[src/hdl/fwav_regs.vh]
// register map, field positions, reset values and codes of the fifo/waveform autovector block
`ifndef FWAV_REGS_VH
`define FWAV_REGS_VH

// ----------------------------------------------------------------
// apb register byte offsets
// ----------------------------------------------------------------
`define FWAV_ADDR_W          8
`define FWAV_OFF_SETUP       8'h00
`define FWAV_OFF_STATUS      8'h04
`define FWAV_OFF_MASK        8'h08
`define FWAV_OFF_VECTOR      8'h0c
`define FWAV_OFF_RAW         8'h10

// ----------------------------------------------------------------
// fields
// ----------------------------------------------------------------
`define FWAV_SETUP_AVEN_BIT  0
`define FWAV_VECTOR_VALID_BIT 8
`define FWAV_NUM_SRC         14

// ----------------------------------------------------------------
// reset values
// ----------------------------------------------------------------
`define FWAV_SETUP_RST       1'h0
`define FWAV_STATUS_RST      14'h0000
`define FWAV_MASK_RST        14'h0000

// ----------------------------------------------------------------
// vector codes and code memory locations
// ----------------------------------------------------------------
`define FWAV_VEC_BASE        8'h80
`define FWAV_VEC_STEP_SHIFT  2
`define FWAV_PAGE_ADDR       16'h0054
`define FWAV_VEC_ADDR        16'h0055
`define FWAV_ISR_ADDR        16'h0053

`endif

[src/hdl/fwav_autovector.v]
// fifo/waveform shared interrupt with priority vectoring, apb registers and code byte substitution
//
// The placing of the registers and register access over APB were left to the implementer.
`include "fwav_regs.vh"

module fwav_autovector (
  input  wire        sys_clk,
  input  wire        reset,
  // apb slave
  input  wire        psel,
  input  wire        penable,
  input  wire        pwrite,
  input  wire [31:0] paddr,
  input  wire [31:0] pwdata,
  output wire        pready,
  output reg  [31:0] prdata,
  output wire        pslverr,
  // interrupt sources, levels
  input  wire        ep_two_level_flag,
  input  wire        ep_four_level_flag,
  input  wire        ep_six_level_flag,
  input  wire        ep_eight_level_flag,
  input  wire        ep_two_empty_flag,
  input  wire        ep_four_empty_flag,
  input  wire        ep_six_empty_flag,
  input  wire        ep_eight_empty_flag,
  input  wire        ep_two_full_flag,
  input  wire        ep_four_full_flag,
  input  wire        ep_six_full_flag,
  input  wire        ep_eight_full_flag,
  input  wire        waveform_engine_done,
  input  wire        waveform_engine_wave_event,
  // core side
  output wire        fifo_wave_shared_irq,
  input  wire        irq_taken,
  input  wire [15:0] return_pc,
  output reg         pc_push_valid,
  output reg  [15:0] pc_push_value,
  output reg         jump_valid,
  output reg  [15:0] jump_addr,
  // code fetch path
  input  wire        code_fetch,
  input  wire [15:0] code_addr,
  input  wire [7:0]  code_mem_byte,
  output reg         code_byte_valid,
  output reg  [7:0]  code_byte
);

  // ----------------------------------------------------------------
  // source gathering
  // ----------------------------------------------------------------
  wire [13:0] src_level;
  reg  [13:0] src_prev_q;
  wire [13:0] src_rise;

  // bit index is priority minus one
  assign src_level = {waveform_engine_wave_event,
                      waveform_engine_done,
                      ep_eight_full_flag,
                      ep_six_full_flag,
                      ep_four_full_flag,
                      ep_two_full_flag,
                      ep_eight_empty_flag,
                      ep_six_empty_flag,
                      ep_four_empty_flag,
                      ep_two_empty_flag,
                      ep_eight_level_flag,
                      ep_six_level_flag,
                      ep_four_level_flag,
                      ep_two_level_flag};

  always @(posedge sys_clk) begin
    if (reset) begin
      src_prev_q <= 14'h0000;
    end else begin
      src_prev_q <= src_level;
    end
  end

  assign src_rise = src_level & ~src_prev_q;

  // ----------------------------------------------------------------
  // apb decode
  // ----------------------------------------------------------------
  reg         aven_q;
  reg  [13:0] status_q;
  reg  [13:0] mask_q;
  reg  [13:0] rd_snap_q;
  wire        setup_ph;
  wire        access_ph;
  wire [7:0]  word_addr;
  wire        hit_setup;
  wire        hit_status;
  wire        hit_mask;
  wire        hit_vector;
  wire        hit_raw;
  wire        hit_any;
  wire        wr_setup;
  wire        wr_mask;
  wire        rd_status;

  assign setup_ph   = psel & ~penable;
  assign access_ph  = psel & penable;
  assign word_addr  = {paddr[7:2], 2'h0};
  assign hit_setup  = (paddr[31:8] == 24'h000000) & (word_addr == `FWAV_OFF_SETUP);
  assign hit_status = (paddr[31:8] == 24'h000000) & (word_addr == `FWAV_OFF_STATUS);
  assign hit_mask   = (paddr[31:8] == 24'h000000) & (word_addr == `FWAV_OFF_MASK);
  assign hit_vector = (paddr[31:8] == 24'h000000) & (word_addr == `FWAV_OFF_VECTOR);
  assign hit_raw    = (paddr[31:8] == 24'h000000) & (word_addr == `FWAV_OFF_RAW);
  assign hit_any    = hit_setup | hit_status | hit_mask | hit_vector | hit_raw;

  assign pready     = 1'b1;
  assign pslverr    = access_ph & ~hit_any;

  assign wr_setup   = access_ph & pwrite & hit_setup;
  assign wr_mask    = access_ph & pwrite & hit_mask;
  assign rd_status  = access_ph & ~pwrite & hit_status;

  // ----------------------------------------------------------------
  // control registers
  // ----------------------------------------------------------------
  always @(posedge sys_clk) begin
    if (reset) begin
      aven_q <= `FWAV_SETUP_RST;
    end else if (wr_setup) begin
      aven_q <= pwdata[`FWAV_SETUP_AVEN_BIT];
    end
  end

  always @(posedge sys_clk) begin
    if (reset) begin
      mask_q <= `FWAV_MASK_RST;
    end else if (wr_mask) begin
      mask_q <= pwdata[13:0];
    end
  end

  // ----------------------------------------------------------------
  // sticky status, read clears only the bits software saw
  // ----------------------------------------------------------------
  genvar gi;
  generate
    for (gi = 0; gi < `FWAV_NUM_SRC; gi = gi + 1) begin : g_status
      always @(posedge sys_clk) begin
        if (reset) begin
          status_q[gi] <= 1'b0;
        end else if (src_rise[gi]) begin
          status_q[gi] <= 1'b1;
        end else if (rd_status & rd_snap_q[gi]) begin
          status_q[gi] <= 1'b0;
        end
      end
    end
  endgenerate

  // ----------------------------------------------------------------
  // shared request and priority encode
  // ----------------------------------------------------------------
  wire [13:0] pending;
  reg  [3:0]  win_idx;
  reg         win_valid;
  wire [7:0]  win_code;
  integer     k;

  assign pending = status_q & mask_q;
  assign fifo_wave_shared_irq = |pending;

  always @* begin
    win_idx   = 4'h0;
    win_valid = 1'b0;
    for (k = `FWAV_NUM_SRC - 1; k >= 0; k = k - 1) begin
      if (pending[k]) begin
        win_idx   = k[3:0];
        win_valid = 1'b1;
      end
    end
  end

  // code = base + 4 * (priority - 1)
  assign win_code = `FWAV_VEC_BASE + {2'h0, win_idx, 2'h0};

  // ----------------------------------------------------------------
  // read data, captured in the setup cycle
  // ----------------------------------------------------------------
  reg [31:0] rdata_d;

  always @* begin
    rdata_d = 32'h00000000;
    if (hit_setup) begin
      rdata_d[`FWAV_SETUP_AVEN_BIT] = aven_q;
    end else if (hit_status) begin
      rdata_d[13:0] = status_q;
    end else if (hit_mask) begin
      rdata_d[13:0] = mask_q;
    end else if (hit_vector) begin
      rdata_d[7:0] = win_valid ? win_code : 8'h00;
      rdata_d[`FWAV_VECTOR_VALID_BIT] = win_valid;
    end else if (hit_raw) begin
      rdata_d[13:0] = src_level;
    end
  end

  always @(posedge sys_clk) begin
    if (reset) begin
      prdata    <= 32'h00000000;
      rd_snap_q <= 14'h0000;
    end else if (setup_ph & ~pwrite) begin
      prdata    <= rdata_d;
      rd_snap_q <= hit_status ? status_q : 14'h0000;
    end
  end

  // ----------------------------------------------------------------
  // interrupt entry
  // ----------------------------------------------------------------
  always @(posedge sys_clk) begin
    if (reset) begin
      pc_push_valid <= 1'b0;
      pc_push_value <= 16'h0000;
      jump_valid    <= 1'b0;
      jump_addr     <= 16'h0000;
    end else begin
      pc_push_valid <= irq_taken & fifo_wave_shared_irq;
      jump_valid    <= irq_taken & fifo_wave_shared_irq;
      if (irq_taken & fifo_wave_shared_irq) begin
        pc_push_value <= return_pc;
        jump_addr     <= `FWAV_ISR_ADDR;
      end
    end
  end

  // ----------------------------------------------------------------
  // code byte substitution
  // ----------------------------------------------------------------
  wire substitute;

  assign substitute = aven_q & win_valid & (code_addr == `FWAV_VEC_ADDR);

  always @(posedge sys_clk) begin
    if (reset) begin
      code_byte_valid <= 1'b0;
      code_byte       <= 8'h00;
    end else begin
      code_byte_valid <= code_fetch;
      if (code_fetch) begin
        code_byte <= substitute ? win_code : code_mem_byte;
      end
    end
  end

endmodule

[config.mk]
export PLATFORM = sky130hd
export DESIGN_NAME = fwav_autovector
export DESIGN_NICKNAME = d
export VERILOG_FILES = /design/src/hdl/fwav_autovector.v
export VERILOG_INCLUDE_DIRS = /design/src /design/src/hdl
export SDC_FILE = /design/constraint.sdc
export NUM_CORES = 1
export LEC_CHECK = 0
export BUFFER_PORTS_ARGS = -buffer_cell sky130_fd_sc_hd__buf_4
export CAP_MARGIN = 20
export CORE_UTILIZATION = 45
export DETAILED_ROUTE_END_ITERATION = 16
export GPL_TIMING_DRIVEN = 0
export PLACE_DENSITY_LB_ADDON = 0.05
export SYNTH_ARGS = -nofsm -noshare
export SYNTH_HDL_FRONTEND = slang
export SYNTH_SLANG_ARGS = --single-unit
[constraint.sdc]
create_clock -name sys_clk -period 4.09 [get_ports sys_clk]
set_clock_uncertainty 0.15 [all_clocks]
set_input_delay 0.818 -clock sys_clk [delete_from_list [all_inputs] [get_ports sys_clk]]
set_output_delay 0.818 -clock sys_clk [all_outputs]
set_load 0.03 [all_outputs]
==> results of run 1 <==
[registers in the layout, summed over array words and instances, names as in the netlist]
register	cells
code_byte	8
aven_q	1
status_q	14
jump_valid	1
prdata	14
mask_q	14
jump_addr	1
src_prev_q	14
code_byte_valid	1
rd_snap_q	14
pc_push_value	16
[per-stage QoR]
stage	utilization, %	worst slack [ns]	instances
after floorplan	-	1.185	568
after global placement	61.12	0.8138	851
after detailed placement	61.12	0.8245	851
after CTS	62.90	0.8017	865
after global routing	62.90	0.6904	865
final	62.90	0.7956	865
[placed cells by master (no fill, tap or decap), types with 3 or more instances in the layout]
master	netlist	layout
nor2b_1	31	31
nand4_1	3	3
nor2_1	48	48
clkbuf_8	0	9
conb_1	2	31
and3_1	4	4
nand3_1	33	33
a21oi_1	51	51
o21ai_0	20	20
nor4_4	7	7
clkbuf_1	18	20
buf_4	37	187
buf_2	7	7
a22oi_1	13	13
nand2_1	74	74
dfxtp_1	98	98
nand2b_1	5	5
mux2i_1	16	16
a31oi_1	5	5
a221oi_1	8	8
o22ai_1	4	4
inv_1	6	6
nor3_1	3	3
[cells by family after synthesis]
family                 after synthesis  synth area share, %
buffers and inverters               68                8.757
flip-flops                          98                42.64
AO/OA/AOI/OAI                      126                17.46
multiplexers                        16                3.481
other                                2               0.1632
AND/OR/NAND/NOR                    229                27.50
[metal layers]
layer	vias to the layer above	global-route usage, %
met5	-	0
met1	2114	32.13
met2	189	42.87
met4	0	9.101
met3	24	3.932
li1	2205	-
[where the power goes]
group	total (mW)	switching (mW)	internal, mW
Clock	0.593	0.317	0.276
Sequential	0.998	0.0206	0.977
Combinational	0.265	0.142	0.123
[tightest hold or removal path, cell delays in order (launching register included)]
cell	delay (ns)
dfxtp_1	0.32
nand2_1	0.05
a21oi_1	0.05
[how the worst min path moves through the flow]
stage / startpoint / end / slack (ns) / cells past startpoint
floorplan: rd_snap_q[10]$_SDFFE_PP0P_ / rd_snap_q[10]$_SDFFE_PP0P_ / 0.28 / 2
global placement: rd_snap_q[6]$_SDFFE_PP0P_ / rd_snap_q[6]$_SDFFE_PP0P_ / 0.29 / 2
detailed placement: rd_snap_q[13]$_SDFFE_PP0P_ / rd_snap_q[13]$_SDFFE_PP0P_ / 0.29 / 2
CTS: rd_snap_q[13]$_SDFFE_PP0P_ / rd_snap_q[13]$_SDFFE_PP0P_ / 0.31 / 2
global route: pc_push_value[15]$_SDFFE_PP0P_ / pc_push_value[15]$_SDFFE_PP0P_ / 0.33 / 2
finish: pc_push_value[15]$_SDFFE_PP0P_ / pc_push_value[15]$_SDFFE_PP0P_ / 0.31 / 2
[area by class of cell]
cell class	count	area (µm²)
inverter	6	22.52
timing repair buffer	150	1126
clock inverter	3	42.54
multi-input combinational	402	2345
buffer	62	380.4
fill	904	3643
clock buffer	11	131.4
tap	133	166.4
sequential	98	1962
==> run metrics, run 1 <==
largest net degree at the start of global routing 15; R2R Setup Slk 1.80 ns; Worst IR Drop VDD 0.0001624 V; delay-heaviest family, CP simple AND/OR/NAND/NOR gates; Final GP Congestion 0.9484; CP Max Fanout 5; Post-Syn Instances 539; RSZ-0062 raised after global routing false; DR WL met3 743 µm; Final Hold Fails 0; CTS sink cnt 98; most frequent cell after synthesis dfxtp_1; Slew Viols, Final 0; sequential area share after synthesis 42.64%; DIE WIDTH 103.1 µm; first-pass GRT wire length 20130 µm; Mapped Area 4601 µm²; initial antenna violation count 0; Pleak 2.763 nW; setup_tns 0 ns; Longest Clk Path Bufs 2; CP endpoint pslverr; number of distinct library cells after synthesis 59; layout cells sized above 1 31.69%; post-CTS resize count 0; post-DP HPWL 10050 µm; number of core rows 36; wire length per cell 15.31 µm; Synth top area share 42.64%; Power Density 300.4 nW/µm²; maximum clock frequency 303.5 MHz; Critical Path Max Stage Delay 0.53 ns; Max-cap violations 0; Post-DP Area 6002 µm²; drt pass-1 iters 5; CP Class primary input to primary output; worst endpoint required time 3.12 ns; commonest cells in the netlist 98 x dfxtp_1, 74 x nand2_1, 51 x a21oi_1, 48 x nor2_1, 37 x buf_4; Setup violations, final 0; most frequent CP cell buf_4; Main synth FF type dfxtp_1; root buf cell clkbuf_8; Final ANT Viol Nets 0; clock transition at the registers of the reported paths 0.08 ns; Post-synth EDFFs 0; fraction of registers with async set/reset 0%; Hold WC Path Type register to register; Port Buffers 150; Synth area leaders dfxtp_1 43%, buf_4 6.0%, nand2_1 6.0%, a21oi_1 5.5%, nor2b_1 4.2%; Vias/cell 5.239; reg2reg start status_q[7]$_SDFFE_PP0P_; status finished, final reports clean; Stages on worst setup path 6; Clock H-tree levels 3; final wirelength 13240 µm; final net count 854; hold buffers post-CTS 0; initial core utilization 46.85%; number of synthesis warnings 0; Final Power 1.855 mW; finished layout cell area 6176 µm²; cts bufs inserted 9; R2R cell count 9; Tcrit/Tclk final 80.55%; Inserted Diodes 0; CTS tree built; register bit total from synthesis 98; CP Launch Point paddr[14]; WL met1 5600 µm; DR WL met2 6656 µm; Die ar. 10630 µm²; core area 9819 µm²; critical path cell sequence buf_4, nor4_2, nand2_2, nor3_1, a21oi_1, buf_4; CP max-delay cell nor3_1; cell accounting for the most synthesized area dfxtp_1; routed vias 4532; max layer used met4; clk_lat worst skew 0.37 ns; Max-slew headroom 48.86%; average cell area after synthesis 8.536 µm²; num ports 203; drt drc 0; Final Hold Slack 0.3098 ns; RR Endpoint pc_push_value[14]$_SDFFE_PP0P_; Worst Path Buf+Inv 2; vias in the first global route 4070; Area Growth Syn to Fin 34.24%; Worst Max-Slew Pin Slew 0.7614 ns; Die Ht 103.1 µm; Critical Path AT 2.33 ns; Final min period 3.294 ns; gr usage total 25.12%; Worst setup EP type primary output; Overflow after GRT 0; Starting DRT DRC Count 250; post-CTS setup buffer count 0; crit path launch type primary input
Note: power is estimated with default switching activity, not from simulation.
==> run 2: changes to the inputs <==
- ABC_AREA: unset -> 1
- clock period: 4.09 -> 3.1 ns (I/O delays scaled with it)
==> run 2 against run 1 <==
Total power up 34%. Worst hold slack better by 0.0095 ns. Critical endpoint unchanged. Highest routed layer unchanged. Worst setup slack worse by 0.62 ns.
==> run metrics, run 2 <==
status finished, final reports clean; crit path setup slack, layout 0.1764 ns; Clk pwr share 33.9%; Sw Share 25.65%; reg2reg start status_q[1]$_SDFFE_PP0P_; register bit total from synthesis 98; Final GP Congestion 0.8754; Pleak 2.926 nW; DIE WIDTH 101.5 µm; CTS sink cnt 98; Vias/cell 4.789; RSZ-0062 raised after global routing false; Post-DP Area 5856 µm²; number of core rows 35; Port Buffers 151; root buf cell clkbuf_8; hold buffers post-CTS 0; Max-slew headroom 57.60%; Overflow after GRT 0; largest net degree at the start of global routing 17; worst hold endpoint prdata[0]$_SDFFE_PP0P_; sequential area share after synthesis 44.07%; post-CTS setup buffer count 0; wire length per cell 13.33 µm; fillers 910; Longest Clk Path Bufs 2; R2R Setup Slk 0.69 ns; Seq. cell area 1962 µm²; layout cells sized above 1 26.27%; clock transition at the registers of the reported paths 0.09 ns; gr usage total 25.34%; Die ar. 10290 µm²; routed vias 4593; Synth top area share 44.07%; hold path startpoint prdata[0]$_SDFFE_PP0P_; Switching Power 0.6389 mW; finished layout cell area 6058 µm²; Synth area leaders dfxtp_1 44%, nor2_1 11%, nand2_1 11%, o21ai_0 7.4%, a21oi_1 6.1%; Setup violations, final 0; crit path launch type primary input; core area 9415 µm²; worst endpoint required time 2.33 ns; combinational share of power 13.2%; Area Growth Syn to Fin 36.09%; clk_lat worst skew 0.36 ns; Main synth FF type dfxtp_1; first-pass GRT wire length 19890 µm; register share of total power 53.0%; Max-cap violations 0; vias in the first global route 4155; Die Ht 101.5 µm; Critical Path AT 2.15 ns; Final ANT Viol Nets 0; CP Max Fanout 9; final net count 950; Final Hold Slack 0.3192 ns; commonest non-fill, non-tap cell in the layout buf_4; Clock H-tree levels 3; fraction of registers with async set/reset 0%; R2R cell count 11; CP Class primary input to primary output; Worst IR Drop VDD 0.0002136 V; hold path depth 2; final wirelength 12790 µm; Power Density 411.1 nW/µm²; Mapped Area 4452 µm²; drt drc 0; Final Hold Fails 0; maximum clock frequency 342.0 MHz; Hold WC Path Type register to register; Worst setup EP type primary output; number of distinct library cells after synthesis 33; cell accounting for the most synthesized area dfxtp_1; Post-Syn Instances 634; most frequent cell after synthesis nor2_1; commonest cells in the netlist 130 x nor2_1, 128 x nand2_1, 98 x dfxtp_1, 66 x o21ai_0, 54 x a21oi_1; number of synthesis warnings 0; Tcrit/Tclk final 94.31%; Multi-input gate area 2062 µm²; post-CTS resize count 0; commonest non-fill, non-tap cells in the layout 186 x buf_4, 130 x nor2_1, 128 x nand2_1; num ports 203; Starting DRT DRC Count 197; Final min period 2.924 ns; post-DP HPWL 10020 µm; pre-CTS setup slack 0.1897 ns; Inserted Diodes 0; setup_tns 0 ns; Worst Max-Slew Pin Slew 0.6360 ns; max FFs per register 16; average cell area after synthesis 7.022 µm²; design internal power 1.852 mW; Slew Viols, Final 0; Biggest register pc_push_value; Post-synth EDFFs 0; RR Endpoint pc_push_value[8]$_SDFFE_PP0P_; drt pass-1 iters 5; CTS tree built; initial antenna violation count 0; cts bufs inserted 9; initial core utilization 47.28%
==> run 2: kinds of logic (layout without fill, tap and decap cells) <==
group | count (synthesis) | in the layout | synth area share [%]
and+or+nand+nor | 292 | 292 | 27.07
AOI/OAI and AO/OA | 139 | 139 | 16.64
buffers and inverters | 103 | 270 | 12.06
DFF | 98 | 98 | 44.07
other | 2 | 31 | 0.1687
==> run 2: routing by layer <==
layer | up-vias | track usage, % | wire length (µm)
met5 | - | 0 | 0
li1 | 2363 | - | -
met4 | 0 | 7.692 | 271
met2 | 163 | 45.26 | 6237
met3 | 25 | 4.417 | 889
met1 | 2042 | 31.09 | 5387
==> run 2: power by group through the flow <==
stage / sequential [mW] / clock, mW / combinational, mW
floorplan: 1.36 / 0 / 0.164
global placement: 1.35 / 0 / 0.320
detailed placement: 1.35 / 0 / 0.325
CTS: 1.32 / 0.856 / 0.326
global route: 1.32 / 0.904 / 0.356
finish: 1.32 / 0.843 / 0.328
==> run 2: area by class of cell <==
type,count,share of cell area (%)
clock inverter,5,1.012
timing repair buffer,151,18.71
clock buffer,11,2.334
multi-input combinational,462,34.04
inverter,46,2.850
buffer,57,6.010
tap,129,2.664
sequential,98,32.38
==> run 2: worst max path at each step <==
stage                     endpoint  startpoint  depth (start not counted)  slack (ns)
after floorplan            pslverr   paddr[27]                          7        0.52
after global placement     pslverr   paddr[19]                          9        0.19
after detailed placement   pslverr   paddr[19]                          9        0.19
after CTS                  pslverr   paddr[19]                          9        0.18
after global routing       pslverr   paddr[27]                          9        0.02
final                      pslverr   paddr[19]                          9        0.18
==> run 2: critical path: stages <==
cell      delay, ns
buf_4          0.10
or2_1          0.22
nor4_2         0.25
nand2_1        0.13
nor2_4         0.23
nand2_2        0.22
clkinv_1       0.14
nor3_1         0.06
buf_4          0.17
==> run 2: stage by stage <==
stage	utilization, %	total power [mW]	std cells
2_1_floorplan	-	1.522	663
3_3_place_gp	62.19	1.667	943
3_5_place_dp	62.19	1.673	943
4_1_cts	64.35	2.501	959
5_1_grt	64.35	2.584	959
6_report	64.35	2.490	959
